[config.mk]
export PLATFORM = sky130hd
export DESIGN_NAME = t1rx_decode_maint
export DESIGN_NICKNAME = d
export VERILOG_FILES = /design/src/logic/t1rx_pkg.sv /design/src/logic/t1rx_decode_maint.sv
export SDC_FILE = /design/constraint.sdc
export NUM_CORES = 1
export LEC_CHECK = 0
export ABC_AREA = 1
export BUFFER_PORTS_ARGS = -buffer_cell sky130_fd_sc_hd__buf_2
export CAP_MARGIN = 20
export CORE_MARGIN = 4
export CORE_UTILIZATION = 59
export DETAILED_ROUTE_END_ITERATION = 7
export PLACE_DENSITY = 0.81
export SETUP_SLACK_MARGIN = 0.2
export SYNTH_ARGS = -nofsm -noshare
export SYNTH_HDL_FRONTEND = slang
export SYNTH_SLANG_ARGS = --single-unit
[constraint.sdc]
create_clock -name aclk -period 3.2 [get_ports aclk]
set_input_delay 0.48 -clock aclk [delete_from_list [all_inputs] [get_ports aclk]]
set_output_delay 0.48 -clock aclk [all_outputs]
set_load 0.01 [all_outputs]
[src/logic/t1rx_pkg.sv]
// Purpose: constants and carriers for the T1/J1 receive decode/maintenance block
// Assumes: AXI4-Lite with 32-bit data, one register per aligned word
// Notes: register byte address is four times the register index
//
// Summary of operation
// - line code bit 0 selects B8ZS decoding, 1 selects plain AMI.
// - receive power-off bit at 1 halts the whole receive path.
// - loss declared after 175 (or 1544) consecutive low-level bit intervals.
// - loss cleared when level adequate, marks >= 12.5% and zero runs < 100 in 128 bits.
// - long haul threshold code gives -4 dB, 2 dB steps, capped at -48 dB.
// - receive all-ones bit forces received data to ones during loss.
// - transmit all-ones bit forces transmit data to ones during receive loss.
// - each 0-to-1 change of violation insert bit injects exactly one violation.
// - ANSI criterion: zero error after 15 zeros AMI, 7 zeros B8ZS.
// - FCC criterion: zero error after 80 zeros AMI, still 7 under B8ZS.
// - zero errors counted in a 16-bit counter only while enable field is 01.
// - manual mode copies counter to report registers on transfer request rise.
// - automatic mode copies counter to report registers once per second.
// - six loopback enables, each active while its bit is 1.
// - peak observation period of 32, 64, 128 or 256 bits.
package t1rx_pkg;

  // register indices; byte address is index * 4
  localparam logic [9:0] IDX_RX_CFG_A = 10'h028;
  localparam logic [9:0] IDX_RX_CFG_B = 10'h029;
  localparam logic [9:0] IDX_RX_CFG_C = 10'h02a;
  localparam logic [9:0] IDX_LOOP = 10'h02b;
  localparam logic [9:0] IDX_LOS_RESP = 10'h02c;
  localparam logic [9:0] IDX_ERR_CTRL = 10'h031;
  localparam logic [9:0] IDX_IRQ_STATUS = 10'h040;
  localparam logic [9:0] IDX_IRQ_CLEAR = 10'h041;
  localparam logic [9:0] IDX_IRQ_ENABLE = 10'h042;
  localparam logic [9:0] IDX_COUNT_LOW = 10'h043;
  localparam logic [9:0] IDX_COUNT_HIGH = 10'h044;
  localparam logic [9:0] IDX_LINE_STATUS = 10'h045;

  // reset values and writable bit masks
  localparam logic [7:0] RST_RX_CFG_A = 8'h00;
  localparam logic [7:0] RST_RX_CFG_B = 8'h15;
  localparam logic [7:0] RST_RX_CFG_C = 8'h18;
  localparam logic [7:0] RST_ZERO = 8'h00;
  localparam logic [7:0] MSK_RX_CFG_A = 8'h11;
  localparam logic [7:0] MSK_RX_CFG_B = 8'h5f;
  localparam logic [7:0] MSK_RX_CFG_C = 8'h3f;
  localparam logic [7:0] MSK_LOOP = 8'h77;
  localparam logic [7:0] MSK_LOS_RESP = 8'h07;
  localparam logic [7:0] MSK_ERR_CTRL = 8'h5f;

  // field positions
  localparam int RXA_CODE_BIT = 0;
  localparam int RXA_OFF_BIT = 4;
  localparam int RXB_EQ_BIT = 6;
  localparam int RXC_PEAK_LSB = 2;
  localparam int LR_TX_ALL_ONES_ON_LOSS_BIT = 0;
  localparam int LR_RAISE_BIT = 1;
  localparam int LR_LAC_BIT = 2;
  localparam int EC_TRF_BIT = 0;
  localparam int EC_MODE_BIT = 1;
  localparam int EC_ERR_LSB = 2;
  localparam int EC_ZDEF_BIT = 4;
  localparam int EC_BPV_BIT = 6;
  localparam logic [1:0] ERR_COUNT_ON = 2'h1;
  localparam int IRQ_W = 4;
  localparam int IRQ_LOS_SET = 0;
  localparam int IRQ_LOS_CLR = 1;
  localparam int IRQ_EXZ = 2;
  localparam int IRQ_REPORT = 3;

  // bit-interval counts, threshold dB values and threshold code
  localparam logic [10:0] LOS_DECLARE_T1 = 11'h0af;
  localparam logic [10:0] LOS_DECLARE_E1 = 11'h608;
  localparam logic [6:0] CLEAR_WIN_LAST = 7'h7f;
  localparam logic [7:0] CLEAR_MIN_MARKS = 8'h10;
  localparam logic [6:0] CLEAR_ZERO_LAST = 7'h63;
  localparam logic [6:0] EXZ_AMI_ANSI = 7'h0f;
  localparam logic [6:0] EXZ_AMI_FCC = 7'h50;
  localparam logic [6:0] EXZ_B8ZS = 7'h07;
  localparam logic [8:0] PEAK_BASE_BITS = 9'h020;
  localparam logic [5:0] THR_BASE_DB = 6'h04;
  localparam logic [5:0] THR_MAX_DB = 6'h30;
  localparam logic [4:0] THR_MAX_CODE = 5'h16;

  // timing
  localparam int CLK_PERIOD_NS = 20;
  localparam int REPORT_PERIOD_MS = 1000;
  localparam int REPORT_CYCLES = REPORT_PERIOD_MS * 1000000 / CLK_PERIOD_NS;

  localparam logic [1:0] RESP_OKAY = 2'h0;
  localparam logic [1:0] RESP_SLVERR = 2'h2;

  typedef struct packed {
    logic awvalid;
    logic [11:0] awaddr;
    logic wvalid;
    logic [31:0] wdata;
    logic [3:0] wstrb;
    logic bready;
    logic arvalid;
    logic [11:0] araddr;
    logic rready;
  } t1rx_axil_req_t;

  typedef struct packed {
    logic awready;
    logic wready;
    logic bvalid;
    logic [1:0] bresp;
    logic arready;
    logic rvalid;
    logic [31:0] rdata;
    logic [1:0] rresp;
  } t1rx_axil_rsp_t;

  typedef struct packed {
    logic bit_clk;
    logic pos;
    logic neg;
    logic below;
    logic adequate;
  } t1rx_line_t;

  typedef struct packed {
    logic local_digital_loop_one;
    logic system_local_loop;
    logic system_remote_loop;
    logic remote_loop;
    logic analog_loop;
    logic local_digital_loop_two;
  } t1rx_loop_t;

endpackage : t1rx_pkg

[src/logic/t1rx_decode_maint.sv]
// Purpose: T1/J1 receive decode, loss detection and maintenance functions
// Assumes: line pins are asynchronous; transmit strobe is on aclk
// Notes: AXI4-Lite slave; all outputs registered
`timescale 1ns/100ps
module t1rx_decode_maint #(
  parameter int ONE_SEC_CYCLES = t1rx_pkg::REPORT_CYCLES
) (
  input wire logic aclk,
  input wire logic aresetn,
  input wire t1rx_pkg::t1rx_axil_req_t axil_req,
  output t1rx_pkg::t1rx_axil_rsp_t axil_rsp,
  input wire t1rx_pkg::t1rx_line_t line_in,
  input wire logic tx_data_in,
  input wire logic tx_bit_valid,
  output logic rx_data,
  output logic rx_data_valid,
  output logic tx_data,
  output logic tx_data_valid,
  output logic tx_bpv,
  output t1rx_pkg::t1rx_loop_t loop_en,
  output logic rx_power_down,
  output logic equalizer_on,
  output logic [5:0] loss_threshold_db,
  output logic peak_window_end,
  output logic los,
  output logic irq
);
  import t1rx_pkg::*;

  if (ONE_SEC_CYCLES < 2) begin : g_chk
    $error("ONE_SEC_CYCLES must be at least 2");
  end

  function automatic logic is_mapped(logic [9:0] idx);
    return idx inside {IDX_RX_CFG_A, IDX_RX_CFG_B, IDX_RX_CFG_C, IDX_LOOP,
      IDX_LOS_RESP, IDX_ERR_CTRL, IDX_IRQ_STATUS, IDX_IRQ_CLEAR,
      IDX_IRQ_ENABLE, IDX_COUNT_LOW, IDX_COUNT_HIGH, IDX_LINE_STATUS};
  endfunction : is_mapped

  function automatic logic [6:0] exz_limit(logic ami, logic fcc);
    if (!ami) begin
      return EXZ_B8ZS;
    end
    return fcc ? EXZ_AMI_FCC : EXZ_AMI_ANSI;
  endfunction : exz_limit

  //////////////////////////////////////////////////////////////////////////
  // AXI4-Lite slave
  logic awready_q, wready_q, bvalid_q, arready_q, rvalid_q;
  logic [1:0] bresp_q, rresp_q;
  logic [31:0] rdata_q, rd_word;
  logic aw_held_q, w_held_q, wlane_q;
  logic [9:0] aw_idx_q;
  logic [7:0] wbyte_q;
  logic wr_fire;
  logic [7:0] cfg_a_q, cfg_b_q, cfg_c_q, loop_q, losr_q, ectl_q, ectl_prev_q;
  logic [IRQ_W-1:0] irq_en_q, irq_st_q, irq_clr, irq_ev;
  logic [15:0] cnt_q, snap_q;
  logic los_q;

  assign wr_fire = aw_held_q && w_held_q && !bvalid_q;
  assign axil_rsp = '{awready: awready_q, wready: wready_q, bvalid: bvalid_q,
    bresp: bresp_q, arready: arready_q, rvalid: rvalid_q, rdata: rdata_q,
    rresp: rresp_q};

  always_ff @(posedge aclk) begin
    if (!aresetn) begin
      awready_q <= 1'b1;
      wready_q <= 1'b1;
      aw_held_q <= 1'b0;
      w_held_q <= 1'b0;
      aw_idx_q <= 10'h000;
      wbyte_q <= 8'h00;
      wlane_q <= 1'b0;
      bvalid_q <= 1'b0;
      bresp_q <= RESP_OKAY;
    end else begin
      if (awready_q && axil_req.awvalid) begin
        aw_idx_q <= axil_req.awaddr[11:2];
        aw_held_q <= 1'b1;
        awready_q <= 1'b0;
      end
      if (wready_q && axil_req.wvalid) begin
        wbyte_q <= axil_req.wdata[7:0];
        wlane_q <= axil_req.wstrb[0];
        w_held_q <= 1'b1;
        wready_q <= 1'b0;
      end
      if (wr_fire) begin
        bvalid_q <= 1'b1;
        bresp_q <= is_mapped(aw_idx_q) ? RESP_OKAY : RESP_SLVERR;
        aw_held_q <= 1'b0;
        w_held_q <= 1'b0;
      end
      if (bvalid_q && axil_req.bready) begin
        bvalid_q <= 1'b0;
        awready_q <= 1'b1;
        wready_q <= 1'b1;
      end
    end
  end

  always_comb begin
    rd_word = 32'h0000_0000;
    unique case (axil_req.araddr[11:2])
      IDX_RX_CFG_A: rd_word[7:0] = cfg_a_q;
      IDX_RX_CFG_B: rd_word[7:0] = cfg_b_q;
      IDX_RX_CFG_C: rd_word[7:0] = cfg_c_q;
      IDX_LOOP: rd_word[7:0] = loop_q;
      IDX_LOS_RESP: rd_word[7:0] = losr_q;
      IDX_ERR_CTRL: rd_word[7:0] = ectl_q;
      IDX_IRQ_STATUS: rd_word[IRQ_W-1:0] = irq_st_q;
      IDX_IRQ_ENABLE: rd_word[IRQ_W-1:0] = irq_en_q;
      IDX_COUNT_LOW: rd_word[7:0] = snap_q[7:0];
      IDX_COUNT_HIGH: rd_word[7:0] = snap_q[15:8];
      IDX_LINE_STATUS: rd_word[0] = los_q;
      default: rd_word = 32'h0000_0000;
    endcase
  end

  always_ff @(posedge aclk) begin
    if (!aresetn) begin
      arready_q <= 1'b1;
      rvalid_q <= 1'b0;
      rdata_q <= 32'h0000_0000;
      rresp_q <= RESP_OKAY;
    end else if (arready_q && axil_req.arvalid) begin
      arready_q <= 1'b0;
      rvalid_q <= 1'b1;
      rdata_q <= rd_word;
      rresp_q <= is_mapped(axil_req.araddr[11:2]) ? RESP_OKAY : RESP_SLVERR;
    end else if (rvalid_q && axil_req.rready) begin
      rvalid_q <= 1'b0;
      arready_q <= 1'b1;
    end
  end

  // only byte lane 0 carries register data
  always_ff @(posedge aclk) begin
    if (!aresetn) begin
      cfg_a_q <= RST_RX_CFG_A;
      cfg_b_q <= RST_RX_CFG_B;
      cfg_c_q <= RST_RX_CFG_C;
      loop_q <= RST_ZERO;
      losr_q <= RST_ZERO;
      ectl_q <= RST_ZERO;
      irq_en_q <= '0;
    end else if (wr_fire && wlane_q) begin
      unique case (aw_idx_q)
        IDX_RX_CFG_A: cfg_a_q <= wbyte_q & MSK_RX_CFG_A;
        IDX_RX_CFG_B: cfg_b_q <= wbyte_q & MSK_RX_CFG_B;
        IDX_RX_CFG_C: cfg_c_q <= wbyte_q & MSK_RX_CFG_C;
        IDX_LOOP: loop_q <= wbyte_q & MSK_LOOP;
        IDX_LOS_RESP: losr_q <= wbyte_q & MSK_LOS_RESP;
        IDX_ERR_CTRL: ectl_q <= wbyte_q & MSK_ERR_CTRL;
        IDX_IRQ_ENABLE: irq_en_q <= wbyte_q[IRQ_W-1:0];
        default: ;
      endcase
    end
  end

  assign irq_clr = (wr_fire && wlane_q && aw_idx_q == IDX_IRQ_CLEAR) ?
    wbyte_q[IRQ_W-1:0] : '0;

  //////////////////////////////////////////////////////////////////////////
  // line input synchroniser: change taken when stages two and three agree
  logic [4:0] s1_q, s2_q, s3_q, f_q;
  t1rx_line_t lf;
  logic clk_prev_q, bit_ev, mark_in, pwr_off, ami;

  always_ff @(posedge aclk) begin
    if (!aresetn) begin
      s1_q <= 5'h00;
      s2_q <= 5'h00;
      s3_q <= 5'h00;
      f_q <= 5'h00;
      clk_prev_q <= 1'b0;
    end else begin
      s1_q <= line_in;
      s2_q <= s1_q;
      s3_q <= s2_q;
      f_q <= (s2_q & s3_q) | (f_q & (s2_q ^ s3_q));
      clk_prev_q <= lf.bit_clk;
    end
  end

  assign lf = f_q;
  assign pwr_off = cfg_a_q[RXA_OFF_BIT];
  assign ami = cfg_a_q[RXA_CODE_BIT];
  // a powered-down path sees no bit intervals at all
  assign bit_ev = lf.bit_clk && !clk_prev_q && !pwr_off;
  assign mark_in = lf.pos | lf.neg;

  //////////////////////////////////////////////////////////////////////////
  // line decoder: eight-bit delay; a B8ZS hit clears dq_q for one bit, so only the first bit of the word is blanked
  logic [7:0] mark_q, pol_q, dq_q, nm, np;
  logic b8zs_hit, dec_bit;

  assign nm = {mark_q[6:0], mark_in};
  assign np = {pol_q[6:0], lf.pos};
  assign b8zs_hit = !ami && nm == 8'h1b && np[4] != np[3] &&
    np[1] == np[3] && np[0] != np[1];
  assign dec_bit = dq_q[7];

  always_ff @(posedge aclk) begin
    if (!aresetn || pwr_off) begin
      mark_q <= 8'h00;
      pol_q <= 8'h00;
      dq_q <= 8'h00;
    end else if (bit_ev) begin
      mark_q <= nm;
      pol_q <= np;
      dq_q <= b8zs_hit ? 8'h00 : nm;
    end
  end

  always_ff @(posedge aclk) begin
    if (!aresetn || pwr_off) begin
      rx_data <= 1'b0;
      rx_data_valid <= 1'b0;
    end else begin
      rx_data_valid <= bit_ev;
      if (bit_ev) begin
        rx_data <= (losr_q[LR_RAISE_BIT] && los_q) | dec_bit;
      end
    end
  end

  //////////////////////////////////////////////////////////////////////////
  // loss of signal declare and clear
  logic [10:0] below_cnt_q, declare_n;
  logic [6:0] win_cnt_q, win_zrun_q;
  logic [7:0] win_marks_q, marks_total;
  logic win_bad_q, los_set, los_clr;

  assign declare_n = losr_q[LR_LAC_BIT] ? LOS_DECLARE_E1 : LOS_DECLARE_T1;
  assign marks_total = win_marks_q + {7'h00, mark_in};
  assign los_set = bit_ev && !los_q && lf.below &&
    below_cnt_q == declare_n - 11'h001;
  assign los_clr = bit_ev && los_q && win_cnt_q == CLEAR_WIN_LAST &&
    lf.adequate && marks_total >= CLEAR_MIN_MARKS && !win_bad_q &&
    !(!mark_in && win_zrun_q == CLEAR_ZERO_LAST);

  always_ff @(posedge aclk) begin
    if (!aresetn) begin
      los_q <= 1'b0;
      below_cnt_q <= 11'h000;
    end else if (bit_ev) begin
      if (los_set) begin
        los_q <= 1'b1;
      end else if (los_clr) begin
        los_q <= 1'b0;
      end
      if (!lf.below) begin
        below_cnt_q <= 11'h000;
      end else if (below_cnt_q != LOS_DECLARE_E1) begin
        below_cnt_q <= below_cnt_q + 11'h001;
      end
    end
  end

  // clear criterion judged over back-to-back 128-bit windows
  always_ff @(posedge aclk) begin
    if (!aresetn || !los_q) begin
      win_cnt_q <= 7'h00;
      win_marks_q <= 8'h00;
      win_zrun_q <= 7'h00;
      win_bad_q <= 1'b0;
    end else if (bit_ev) begin
      win_cnt_q <= win_cnt_q + 7'h01;
      win_zrun_q <= mark_in ? 7'h00 : win_zrun_q + 7'h01;
      if (win_cnt_q == CLEAR_WIN_LAST) begin
        win_marks_q <= 8'h00;
        win_bad_q <= 1'b0;
      end else begin
        win_marks_q <= marks_total;
        if (!mark_in && win_zrun_q == CLEAR_ZERO_LAST) begin
          win_bad_q <= 1'b1;
        end
      end
    end
  end

  //////////////////////////////////////////////////////////////////////////
  // excessive zeros, error counter and reporting
  logic [6:0] zrun_q, zlim;
  logic exz_ev, trf_rise, bpv_rise, report_ev, sec_tick;
  logic [31:0] sec_cnt_q;

  assign zlim = exz_limit(ami, ectl_q[EC_ZDEF_BIT]);
  assign exz_ev = bit_ev && !dec_bit && zrun_q == zlim;
  // rising edge only: software must drop the bit before the next update
  assign trf_rise = ectl_q[EC_TRF_BIT] && !ectl_prev_q[EC_TRF_BIT];
  assign bpv_rise = ectl_q[EC_BPV_BIT] && !ectl_prev_q[EC_BPV_BIT];
  assign sec_tick = sec_cnt_q == 32'(ONE_SEC_CYCLES - 1);
  assign report_ev = ectl_q[EC_MODE_BIT] ? sec_tick :
    trf_rise;

  always_ff @(posedge aclk) begin
    if (!aresetn || pwr_off) begin
      zrun_q <= 7'h00;
    end else if (bit_ev) begin
      if (dec_bit) begin
        zrun_q <= 7'h00;
      end else if (zrun_q != 7'h7f) begin
        zrun_q <= zrun_q + 7'h01;
      end
    end
  end

  always_ff @(posedge aclk) begin
    if (!aresetn) begin
      ectl_prev_q <= RST_ZERO;
    end else begin
      ectl_prev_q <= ectl_q;
    end
  end

  // saturates rather than wrapping, so a stale report never looks small
  always_ff @(posedge aclk) begin
    if (!aresetn) begin
      cnt_q <= 16'h0000;
    end else if (exz_ev && ectl_q[EC_ERR_LSB+:2] == ERR_COUNT_ON &&
        cnt_q != 16'hffff) begin
      cnt_q <= cnt_q + 16'h0001;
    end
  end

  always_ff @(posedge aclk) begin
    if (!aresetn || !ectl_q[EC_MODE_BIT] || sec_tick) begin
      sec_cnt_q <= 32'h0000_0000;
    end else begin
      sec_cnt_q <= sec_cnt_q + 32'h0000_0001;
    end
  end

  always_ff @(posedge aclk) begin
    if (!aresetn) begin
      snap_q <= 16'h0000;
    end else if (report_ev) begin
      snap_q <= cnt_q;
    end
  end

  //////////////////////////////////////////////////////////////////////////
  // transmit maintenance: all ones and single violation insertion
  logic bpv_pend_q;

  always_ff @(posedge aclk) begin
    if (!aresetn) begin
      bpv_pend_q <= 1'b0;
      tx_data <= 1'b0;
      tx_data_valid <= 1'b0;
      tx_bpv <= 1'b0;
    end else begin
      tx_data_valid <= tx_bit_valid;
      tx_bpv <= tx_bit_valid && bpv_pend_q;
      if (tx_bit_valid) begin
        tx_data <= (losr_q[LR_TX_ALL_ONES_ON_LOSS_BIT] && los_q) | tx_data_in;
      end
      // a new request in the cycle of insertion is kept, not lost
      if (bpv_rise) begin
        bpv_pend_q <= 1'b1;
      end else if (tx_bit_valid) begin
        bpv_pend_q <= 1'b0;
      end
    end
  end

  //////////////////////////////////////////////////////////////////////////
  // peak window, threshold, static controls, interrupt
  logic [7:0] pk_cnt_q, pk_last;
  logic [8:0] pk_period;

  assign pk_period = PEAK_BASE_BITS << cfg_c_q[RXC_PEAK_LSB+:2];
  assign pk_last = 8'(pk_period - 9'h001);
  assign irq_ev = {report_ev, exz_ev, los_clr, los_set};

  always_ff @(posedge aclk) begin
    if (!aresetn || pwr_off) begin
      pk_cnt_q <= 8'h00;
      peak_window_end <= 1'b0;
    end else begin
      peak_window_end <= bit_ev && pk_cnt_q >= pk_last;
      if (bit_ev) begin
        pk_cnt_q <= (pk_cnt_q >= pk_last) ? 8'h00 : pk_cnt_q + 8'h01;
      end
    end
  end

  always_ff @(posedge aclk) begin
    if (!aresetn) begin
      loss_threshold_db <= 6'h00;
      equalizer_on <= 1'b0;
      rx_power_down <= 1'b0;
      loop_en <= '0;
      los <= 1'b0;
    end else begin
      equalizer_on <= cfg_b_q[RXB_EQ_BIT];
      // only meaningful with the equalizer on (long haul)
      if (!cfg_b_q[RXB_EQ_BIT]) begin
        loss_threshold_db <= 6'h00;
      end else if (cfg_b_q[4:0] >= THR_MAX_CODE) begin
        loss_threshold_db <= THR_MAX_DB;
      end else begin
        loss_threshold_db <= THR_BASE_DB + {cfg_b_q[4:0], 1'b0};
      end
      rx_power_down <= pwr_off;
      loop_en <= {loop_q[6:4], loop_q[2:0]};
      los <= los_q;
    end
  end

  always_ff @(posedge aclk) begin
    if (!aresetn) begin
      irq_st_q <= '0;
      irq <= 1'b0;
    end else begin
      irq_st_q <= (irq_st_q & ~irq_clr) | irq_ev;
      irq <= |(irq_st_q & irq_en_q);
    end
  end
endmodule : t1rx_decode_maint

==> run metrics, run 1 <==
reg-to-reg critical path startpoint cnt_q[0]$_SDFFE_PN0P_; fraction of registers with async set/reset 0; count of instances resized after the clock tree is built 0; global-route wire length before repair 44,300 um; nets@finish 1,754; synthesized area per cell about 7.0 um2; tightest hold margin about 150 ps; highest cell delay on the worst timing path ~410 ps; fin crit share 0.661; combined area of all synthesized cells between 10,000 and 15,000 um2; ordered cell list for the critical path ha_1 -> nand2_1 -> nor2_1 -> nand2_1 -> nor2_1 -> nand2_1 -> nor2_1 -> nand2_2 -> and2_1 -> nand2_1 -> nand2_1 -> nor2_1; adder-cell area share of the yosys netlist 0.0212; run status finished, final reports clean; area share of the leading cell type in the synthesized netlist 0.427; min Tclk post-route about 2100 ps; CTS Sinks roughly 240; drt wl/cell approximately 14 um; routed vias/inst 5.40; power per cell area 518 nW/um2; maximum clock path buffer count 3; number of flip-flops and latches in the synthesized netlist 239; unrepaired setup endpoints after global routing false; number of library cell types mapped by synthesis between 40 and 50; number of routed nets with antenna violations 0; final weighted congestion of routability-driven global placement around 0.95; number of antenna violations at the first check in global routing 0; xor-xnor portion of the synthesized cell area 0.0187; data required time at the worst endpoint ~3700 ps; CTS root buffer clkbuf_16; switching pwr 1.40 mW; final non-filler cell area approximately 13,000 um2; Final Hold Viols 0; post-synthesis to final-layout area growth 11.7%; number of hold buffers added after CTS 0; DRC violations left 0; total via count in the routed design 10.3k; effective utilization at floorplan 0.600; count of standard-cell rows 50; most common cell type on the critical path nand2_1; layout cells sized above 1 0.0936; commonest non-fill, non-tap cells in the layout 341 x nand2_1, 241 x nor2_1, 239 x dfxtp_1, 177 x inv_1, 132 x a21oi_1; # Post-CTS Setup Buffers 0; simple-gate share of the synthesized area 0.323; sw frac 0.215; Synth Flop Type dfxtp_1; cell at the slowest stage of the critical path dfxtp_1; R2R setup slack between 1000 and 1500 ps; overall track demand over capacity in global routing 0.243; Total Power roughly 6.5 mW; Post-Place Cell Area 11,600 um2; vertical die dimension 146 um; die footprint 21,300 um2; Sequential Power Share 0.468; class of the worst hold path input pin to flop; Worst Path Arrival ~2600 ps; worst IR drop on VDD ~380 uV; kind of launch point of the worst setup path flop; category of cells accounting for the largest share of critical-path delay simple AND/OR/NAND/NOR gates; cells taking the most area after synthesis dfxtp_1 43%, nand2_1 11%, nor2_1 8.1%; share of synthesized area spent on multiplexers 0; number of fill cells in the layout between 1.5k and 2k; class of the most critical setup path flop to flop; total of buffers placed on input and output ports a little under 80; CTS tree built; terminus of the critical flop-to-flop path cnt_q[0]$_SDFFE_PN0P_; Clock power frac 0.494; count of cells along the worst hold path 3; YS warnings 0; number of levels the H-tree was split into 1; clock-pin slew on the worst setup and hold paths 60 ps; pin count of the biggest net entering global routing 56; Hold EP s1_q[4]$_SDFF_PN0_; endpoints failing setup 0; main combinational cell family by area after synthesis simple AND/OR/NAND/NOR gates; path depth of the worst reg2reg path 12; count of boundary I/O pins 137; post-route clock skew approximately 24 ps; half-perimeter wire length of the detailed placement result approximately 19,000 um; area leader, netlist dfxtp_1; number of enable flip-flop cells after synthesis 0; Antenna Cells 0; Max Transition Viols Final 0; area fraction in compound gates after synthesis 0.110; buffer and inverter count on the worst path 0; Core Region 18,700 um2; worst-skew pair later-pin latency between 500 and 600 ps; headroom to the max-slew limit 0.471; max-cap check violation count 0; Die X around 150 um; internal power consumption 5.10 mW; type of destination of the critical path flop; Mapped Cells between 1.5k and 2k; overflow left after global routing 0; commonest non-fill, non-tap cell in the layout nand2_1; worst-margin pin slew 788 ps; detailed-route wire length 26,800 um; vias in the first global route between 9k and 10k; worst hold start line_in[4]; Seq/Total Area, Yosys 0.427; TritonCTS buffer count 26; final-layout setup total negative slack 0 ps; combinational cell fraction of total power 0.038; router iterations before antenna repair 5; leakage power 5.37 nW; achievable clock frequency around 470 MHz; largest fanout of any net on the critical path 18; detailed router's first-iteration violation count between 700 and 800
==> sequential cells by signal, indices dropped and copies added (netlist names), 7 cells and up <==
| register | flops |
|---|---|
| snap_q | 16 |
| cnt_q | 16 |
| win_cnt_q | 7 |
| zrun_q | 7 |
| aw_idx_q | 10 |
| wbyte_q | 7 |
| mark_q | 7 |
| pk_cnt_q | 8 |
| below_cnt_q | 11 |
| win_marks_q | 8 |
| sec_cnt_q | 32 |
| rdata_q | 8 |
| win_zrun_q | 7 |
==> metrics by stage <==
| stage | setup slack [ps] | utilization | cells |
|---|---|---|---|
| 2_1_floorplan | 1540 | - | 1626 |
| 3_3_place_gp | 979 | 0.620 | 1867 |
| 3_5_place_dp | 958 | 0.620 | 1867 |
| 4_1_cts | 1080 | 0.670 | 1912 |
| 5_1_grt | 862 | 0.670 | 1912 |
| 6_report | 1090 | 0.670 | 1912 |
==> power groups by stage <==
stage / Combinational (mW) / Sequential (mW) / Clock [mW]
detailed placement: 0.245 / 3.10 / 0
global route: 0.279 / 3.04 / 3.37
CTS: 0.247 / 3.04 / 3.25
floorplan: 0.190 / 3.10 / 0
global placement: 0.240 / 3.10 / 0
finish: 0.249 / 3.04 / 3.21
==> layer usage <==
metal | part of all wire | global-route usage | vias up
met1 | 0.43 | 0.308 | 4691
met3 | 0.057 | 0.0333 | 56
met4 | 0.029 | 0.0779 | 0
met2 | 0.48 | 0.430 | 307
met5 | 0 | 0 | -
li1 | - | - | 5263
==> worst min-delay path, stage by stage <==
cell and delay [ps]:
buf_2 80, nand2_1 50, inv_1 50
==> cells by family (layout without fill, tap and decap cells) <==
| logic type | count (synthesis) | after routing |
|---|---|---|
| simple gates | 827 | 827 |
| buf+inv | 258 | 310 |
| flops | 239 | 239 |
| compound gates | 232 | 232 |
| xor+xnor | 24 | 24 |
| fa+ha+maj | 19 | 19 |
| other cells | 1 | 27 |
==> cell usage after synthesis (all sizes together) (2+ instances only) <==
cell and count:
a41oi 2, nor3 44, nor4 10, nand4 58, xnor2 5, o211ai 6
or2 10, xor2 19, nand3 84, dfxtp 239, o21ai 73, nand3b 13
and2 2, inv 180, nor2 252, and3 3, ha 19, a211oi 13
nand2 345, clkbuf 25, a21oi 132, buf 52, nor3b 5
==> cell type report <==
type / count / area [um2] / share of cell area
inverters: 181 / 679 / 0.0542
repair buffers: 84 / 438 / 0.0350
flip-flops and latches: 239 / 4780 / 0.382
multi-input cells: 1129 / 5410 / 0.432
well taps: 234 / 293 / 0.0234
clock buffers: 38 / 787 / 0.0628
clock inverters: 7 / 139 / 0.0111
==> worst max-delay path by stage <==
| stage | from | end | slack, ps | depth (start not counted) |
|---|---|---|---|---|
| CTS | f_q[4]$_SDFF_PN0_ | pk_cnt_q[7]$_SDFFE_PP0P_ | 1080 | 10 |
| global placement | axil_req[12] | rdata_q[5]$_SDFFE_PN0P_ | 980 | 11 |
| global route | f_q[4]$_SDFF_PN0_ | pk_cnt_q[7]$_SDFFE_PP0P_ | 860 | 10 |
| finish | cnt_q[0]$_SDFFE_PN0P_ | cnt_q[0]$_SDFFE_PN0P_ | 1090 | 12 |
| floorplan | cnt_q[0]$_SDFFE_PN0P_ | cnt_q[11]$_SDFFE_PN0P_ | 1540 | 13 |
| detailed placement | axil_req[12] | rdata_q[5]$_SDFFE_PN0P_ | 960 | 11 |
Power figures use the tool's default switching activity.
==> run 2: changes to the inputs <==
--- a/config.mk
+++ b/config.mk
@@ -5,13 +5,13 @@
 export SDC_FILE = /design/constraint.sdc
 export NUM_CORES = 1
 export LEC_CHECK = 0
-export ABC_AREA = 1
+export ABC_AREA = 0
 export BUFFER_PORTS_ARGS = -buffer_cell sky130_fd_sc_hd__buf_2
 export CAP_MARGIN = 20
 export CORE_MARGIN = 4
-export CORE_UTILIZATION = 59
+export CORE_UTILIZATION = 52
 export DETAILED_ROUTE_END_ITERATION = 7
-export PLACE_DENSITY = 0.81
+export PLACE_DENSITY = 0.76
 export SETUP_SLACK_MARGIN = 0.2
 export SYNTH_ARGS = -nofsm -noshare
 export SYNTH_HDL_FRONTEND = slang
==> constraint.sdc (replaced) <==
create_clock -name aclk -period 1.9 [get_ports aclk]
set_input_delay 0.285 -clock aclk [delete_from_list [all_inputs] [get_ports aclk]]
set_output_delay 0.285 -clock aclk [all_outputs]
set_load 0.01 [all_outputs]
==> run metrics, run 2 <==
worst-margin pin slew approximately 560 ps; R2R setup slack -320 ps; Mapped Cells 1,225; kind of launch point of the worst setup path flop; flip-flop count of the largest register, all copies and words added 32; internal power consumption between 8 and 9 mW; reg-to-reg critical path startpoint clk_prev_q$_SDFF_PN0_; YS warnings 0; TritonCTS buffer count 24; number of fill cells in the layout roughly 1.3k; number of library cell types mapped by synthesis 70; path depth of the worst reg2reg path 5; combinational cell fraction of total power 0.042; class of the most critical setup path flop to flop; Max Transition Viols Final 0; switching pwr 2.30 mW; number of routed nets with antenna violations 0; fraction of registers with async set/reset 0; vertical die dimension around 150 um; router iterations before antenna repair 5; Die X 150 um; largest fanout of any net on the critical path 9; number of levels the H-tree was split into 1; number of antenna violations at the first check in global routing 0; pin count of the biggest net entering global routing 80; Worst Path Arrival 2650 ps; CTS root buffer clkbuf_16; combined area of all synthesized cells about 11,000 um2; post-synthesis to final-layout area growth 32.0%; fin crit share 1.17; worst-skew pair later-pin latency approximately 520 ps; vias in the first global route between 8k and 9k; min Tclk post-route around 2200 ps; synthesized area per cell roughly 8.6 um2; leakage power approximately 5.5 nW; routed vias/inst ~5.7; drt wl/cell roughly 18 um; type of destination of the critical path flop; power per cell area approximately 760 nW/um2; sw frac 0.217; Core Region a little under 20,000 um2; maximum clock path buffer count 3; cells taking the most area after synthesis dfxtp_1 45%, nand2_1 6.1%, nor2_1 4.4%; final-layout setup total negative slack -4470 ps; register ranked first by flip-flop count sec_cnt_q; CTS Sinks 239; Worst Setup Slack, final -316 ps; commonest non-fill, non-tap cells in the layout 212 x dfxtp_1, 168 x nand2_1, 127 x buf_4, 99 x nor2_1, 76 x buf_2; unrepaired setup endpoints after global routing true; max-cap check violation count 0; Antenna Cells 0; most frequent cells after synthesis 239 x dfxtp_1, 171 x nand2_1, 124 x nor2_1; Final Hold Viols 0; DP Worst Slack -300 ps; worst IR drop on VDD roughly 700 uV; layout cells sized above 1 0.290; violations in the final reports negative setup slack; post-route clock skew about 15 ps; detailed router's first-iteration violation count about 860; final weighted congestion of routability-driven global placement slightly below 0.9; headroom to the max-slew limit 0.627; commonest non-fill, non-tap cell in the layout dfxtp_1; crit path capture cnt_q[6]$_SDFFE_PN0P_; Clock power frac 0.474; Critical Path Start clk_prev_q$_SDFF_PN0_; total via count in the routed design approximately 10k; Sequential Power Share 0.484; DRC violations left 0; Seq/Total Area, Yosys 0.454; nets@finish around 1.5k; multi-input gate area in the final layout 6000 um2; CTS tree built; count of standard-cell rows 51; data required time at the worst endpoint between 2000 and 2500 ps; run status complete, but fails checks; die footprint 22,600 um2; Synth Flop Type dfxtp_1; detailed-route wire length ~30,000 um; number of enable flip-flop cells after synthesis 0; overall track demand over capacity in global routing 0.239; endpoints failing setup 24; half-perimeter wire length of the detailed placement result 18,800 um; count of boundary I/O pins 137; global-route wire length before repair approximately 44,000 um; library cell with the highest instance count after synthesis dfxtp_1; class of the worst hold path input pin to flop; overflow left after global routing 0; effective utilization at floorplan 0.535; area leader, netlist dfxtp_1; final core utilization 0.706; number of flip-flops and latches in the synthesized netlist about 240; total of buffers placed on input and output ports 77; area share of the leading cell type in the synthesized netlist 0.454; achievable clock frequency about 450 MHz; terminus of the critical flop-to-flop path cnt_q[6]$_SDFFE_PN0P_; clock-pin slew on the worst setup and hold paths around 70 ps; Register Area between 4000 and 5000 um2; biggest regs sec_cnt_q: 32 flops, cnt_q: 16 flops, snap_q: 16 flops
[run 2: cell type report]
type | instances | area share
multi-input combinational | 900 | 0.431
sequential | 239 | 0.347
timing repair buffer | 239 | 0.131
clock buffer | 33 | 0.0493
tap | 265 | 0.0238
clock inverter | 9 | 0.0108
inverter | 27 | 0.00728
[run 2: metrics by stage]
stage | hold WS, ps | total power, mW | std cells | area (um2)
finish | 8.99 | 10.6 | 1712 | 13900
global route | 13.1 | 10.9 | 1712 | 13900
floorplan | 375 | 5.51 | 1251 | 10800
detailed placement | 423 | 5.65 | 1614 | 11900
CTS | 2.36 | 10.6 | 1680 | 13300
global placement | 418 | 5.64 | 1614 | 11900
[run 2: timing repair]
item                                    4_1_cts  5_1_grt
hold buffers                                  8        0
cloned                                        3        2
pin swaps                                    41       46
setup buffers                                13       30
gates resized for setup                      72      103
endpoints found under the setup margin       83      109
endpoints found under the hold margin         8        0
[run 2: cell families (layout without fill, tap and decap cells)]
family	count (synthesis)	in the layout	synth area share
AND/OR/NAND/NOR	544	545	0.261
flip-flops	239	239	0.454
AO/OA/AOI/OAI	207	207	0.119
buffers and inverters	113	308	0.0524
XOR/XNOR	60	60	0.0498
multiplexers	42	42	0.0421
adder cells (fa/ha/maj)	19	19	0.0225
other	1	27	0.000356
[run 2: how the worst min path moves through the flow]
| stage | endpoint | depth (start not counted) | startpoint | slack, ps |
|---|---|---|---|---|
| floorplan | tx_data$_SDFFE_PN0P_ | 1 | tx_bit_valid | 380 |
| global placement | sec_cnt_q[0]$_SDFF_PP0_ | 1 | sec_cnt_q[0]$_SDFF_PP0_ | 420 |
| detailed placement | s2_q[2]$_SDFF_PN0_ | 1 | s1_q[2]$_SDFF_PN0_ | 420 |
| CTS | aw_idx_q[8]$_SDFFE_PN0P_ | 3 | axil_req[62] | 2 |
| global route | aw_idx_q[7]$_SDFFE_PN0P_ | 3 | axil_req[61] | 10 |
| finish | aw_idx_q[8]$_SDFFE_PN0P_ | 3 | axil_req[62] | 9 |
[run 2: metal layers]
layer / share of wire / track usage / up-vias
met1: 0.43 / 0.333 / 4687
met2: 0.47 / 0.382 / 421
li1: - / - / 4639
met3: 0.072 / 0.0388 / 72
met4: 0.028 / 0.0732 / 0
met5: 0 / 0 / -
[run 2: power by group through the flow]
| stage | Clock (mW) | Combinational, mW | Sequential [mW] |
|---|---|---|---|
| 6_report | 5.03 | 0.445 | 5.12 |
| 4_1_cts | 5.05 | 0.430 | 5.12 |
| 2_1_floorplan | 0 | 0.299 | 5.21 |
| 5_1_grt | 5.29 | 0.488 | 5.13 |
| 3_5_place_dp | 0 | 0.411 | 5.24 |
| 3_3_place_gp | 0 | 0.403 | 5.23 |
[run 2: critical path: stages, from the launching register on]
cell and delay (ps):
dfxtp_2 320, or3b_4 390, or4_4 460, a2111o_1 420, or3_1 350, a21oi_1 180
==> run 3: changes to the inputs <==
--- a/config.mk
+++ b/config.mk
@@ -5,13 +5,13 @@
 export SDC_FILE = /design/constraint.sdc
 export NUM_CORES = 1
 export LEC_CHECK = 0
-export ABC_AREA = 0
+export ABC_AREA = 1
 export BUFFER_PORTS_ARGS = -buffer_cell sky130_fd_sc_hd__buf_2
 export CAP_MARGIN = 20
 export CORE_MARGIN = 4
-export CORE_UTILIZATION = 52
+export CORE_UTILIZATION = 53
 export DETAILED_ROUTE_END_ITERATION = 7
-export PLACE_DENSITY = 0.76
+export PLACE_DENSITY = 0.75
 export SETUP_SLACK_MARGIN = 0.2
 export SYNTH_ARGS = -nofsm -noshare
 export SYNTH_HDL_FRONTEND = slang
==> run metrics, run 3 (synthesis gave the netlist of run 1 again) <==
run status finished, final reports clean; effective utilization at floorplan 0.547; kind of launch point of the worst setup path flop; DP Worst Slack about 52 ps; post-synthesis to final-layout area growth 22.9%; total via count in the routed design 10.8k; min Tclk post-route about 1800 ps; internal power consumption between 8 and 9 mW; Worst Path Arrival roughly 2200 ps; Final Hold Viols 0; max-cap check violation count 0; global-route wire length before repair between 40,000 and 50,000 um; worst-margin pin slew between 800 and 900 ps; Critical Path Start sec_cnt_q[14]$_SDFF_PP0_; CTS root buffer clkbuf_16; pin count of the biggest net entering global routing 51; TritonCTS buffer count 25; Sequential Power Share 0.473; commonest non-fill, non-tap cells in the layout 329 x nand2_1, 224 x nor2_1, 218 x dfxtp_1, 174 x inv_1, 125 x a21oi_1; count of boundary I/O pins between 100 and 150; leakage power around 6 nW; Hold EP aw_idx_q[9]$_SDFFE_PN0P_; worst-skew pair later-pin latency between 500 and 600 ps; switching pwr around 2.4 mW; clock-pin slew on the worst setup and hold paths around 60 ps; number of antenna violations at the first check in global routing 1; drt wl/cell about 15 um; nets@finish around 1.8k; final-layout setup total negative slack 0 ps; die footprint 23,600 um2; DRC violations left 0; Core Region 20,500 um2; number of fill cells in the layout 1,721; type of destination of the critical path flop; vias in the first global route a little under 10k; detailed router's first-iteration violation count 779; power per cell area a little under 800 nW/um2; detailed-route wire length between 20,000 and 30,000 um; class of the most critical setup path flop to flop; overall track demand over capacity in global routing 0.225; data required time at the worst endpoint approximately 2400 ps; worst hold start axil_req[63]; headroom to the max-slew limit 0.420; worst IR drop on VDD around 610 uV; commonest non-fill, non-tap cell in the layout nand2_1; reg-to-reg critical path startpoint sec_cnt_q[14]$_SDFF_PP0_; achievable clock frequency roughly 560 MHz; count of standard-cell rows 52; router iterations before antenna repair 5; Total Power 10.8 mW; class of the worst hold path input pin to flop; layout cells sized above 1 0.177; R2R setup slack between 100 and 150 ps; endpoints failing setup 0; unrepaired setup endpoints after global routing true; Clock power frac 0.486; final weighted congestion of routability-driven global placement ~0.97; register ranked first by flip-flop count sec_cnt_q; terminus of the critical flop-to-flop path snap_q[2]$_SDFFE_PN0P_; sw frac 0.221; Die X 153 um; tightest hold margin about 18 ps; number of levels the H-tree was split into 1; overflow left after global routing 0; Worst Setup Slack, final about 120 ps; fin crit share 0.938; CTS Sinks approximately 240; count of cells along the worst hold path 3; total of buffers placed on input and output ports 77; Max Transition Viols Final 0; number of routed nets with antenna violations 0; Antenna Cells 0; vertical die dimension between 150 and 200 um; CTS tree built; largest fanout of any net on the critical path 8; flip-flop count of the largest register, all copies and words added 32; biggest regs sec_cnt_q: 32 flops, cnt_q: 16 flops, snap_q: 16 flops; path depth of the worst reg2reg path 9; routed vias/inst around 5.3; maximum clock path buffer count 3; half-perimeter wire length of the detailed placement result a little under 20,000 um; combinational cell fraction of total power 0.042; post-route clock skew about 17 ps
[run 3: changes by cell type in the layout (fill, tap and decap cells not counted), moves of 35 or more]
cell     previous run  this run
nor2_1             99       224
inv_1              25       174
buf_4             127        61
nand2_1           168       329
a21oi_1            70       125
nand3_1            37        72
[run 3: timing repair]
action,CTS,global route
pin swaps,11,42
buffers inserted,8,20
resized for setup,33,93
gates cloned,0,9
hold buffers,6,0
endpoints found under the setup margin,46,99
hold endpoints to repair,6,0
[run 3: worst max-delay path by stage]
stage,end
5_1_grt,snap_q[2]$_SDFFE_PN0P_
6_report,snap_q[2]$_SDFFE_PN0P_
3_3_place_gp,cnt_q[12]$_SDFFE_PN0P_
3_5_place_dp,cnt_q[12]$_SDFFE_PN0P_
2_1_floorplan,cnt_q[11]$_SDFFE_PN0P_
4_1_cts,cnt_q[3]$_SDFFE_PN0P_
[run 3: cell type report]
class                           instances  area [um2]  share of cell area
Multi-Input combinational cell       1129        5810               0.422
Sequential cell                       239        4830               0.350
Clock inverter                         12         194              0.0141
Tap cell                              270         338              0.0245
Timing Repair Buffer                  162        1250              0.0906
Inverter                              181         679              0.0493
Clock buffer                           32         682              0.0495
[run 3: per-stage QoR]
| step | util | instance area [um2] | cells |
|---|---|---|---|
| 2_1_floorplan | - | 11300 | 1626 |
| 3_3_place_gp | 0.585 | 12000 | 1938 |
| 3_5_place_dp | 0.585 | 12000 | 1938 |
| 4_1_cts | 0.639 | 13100 | 1996 |
| 5_1_grt | 0.672 | 13800 | 2025 |
| 6_report | 0.672 | 13800 | 2025 |
[run 3: power groups by stage]
stage / Sequential (mW) / Clock, mW / Combinational [mW]
6_report: 5.11 / 5.24 / 0.450
5_1_grt: 5.11 / 5.50 / 0.507
4_1_cts: 5.11 / 5.31 / 0.443
3_5_place_dp: 5.23 / 0 / 0.430
3_3_place_gp: 5.23 / 0 / 0.424
2_1_floorplan: 5.22 / 0 / 0.320
[run 3: metal layers]
layer | global-route usage | wire length (um)
met1 | 0.283 | 12500
met2 | 0.405 | 14800
met3 | 0.0328 | 1660
met4 | 0.0572 | 934
met5 | 0 | 13
[run 3: critical path, stage by stage (launching register included)]
cell and delay [ps]:
dfxtp_4 370, nand2_4 60, nor3_4 190, nand4_1 140, nor2_2 230, nand3_4 220, clkbuf_16 240, nand3b_1 100
nand2_1 80, nor2_1 90
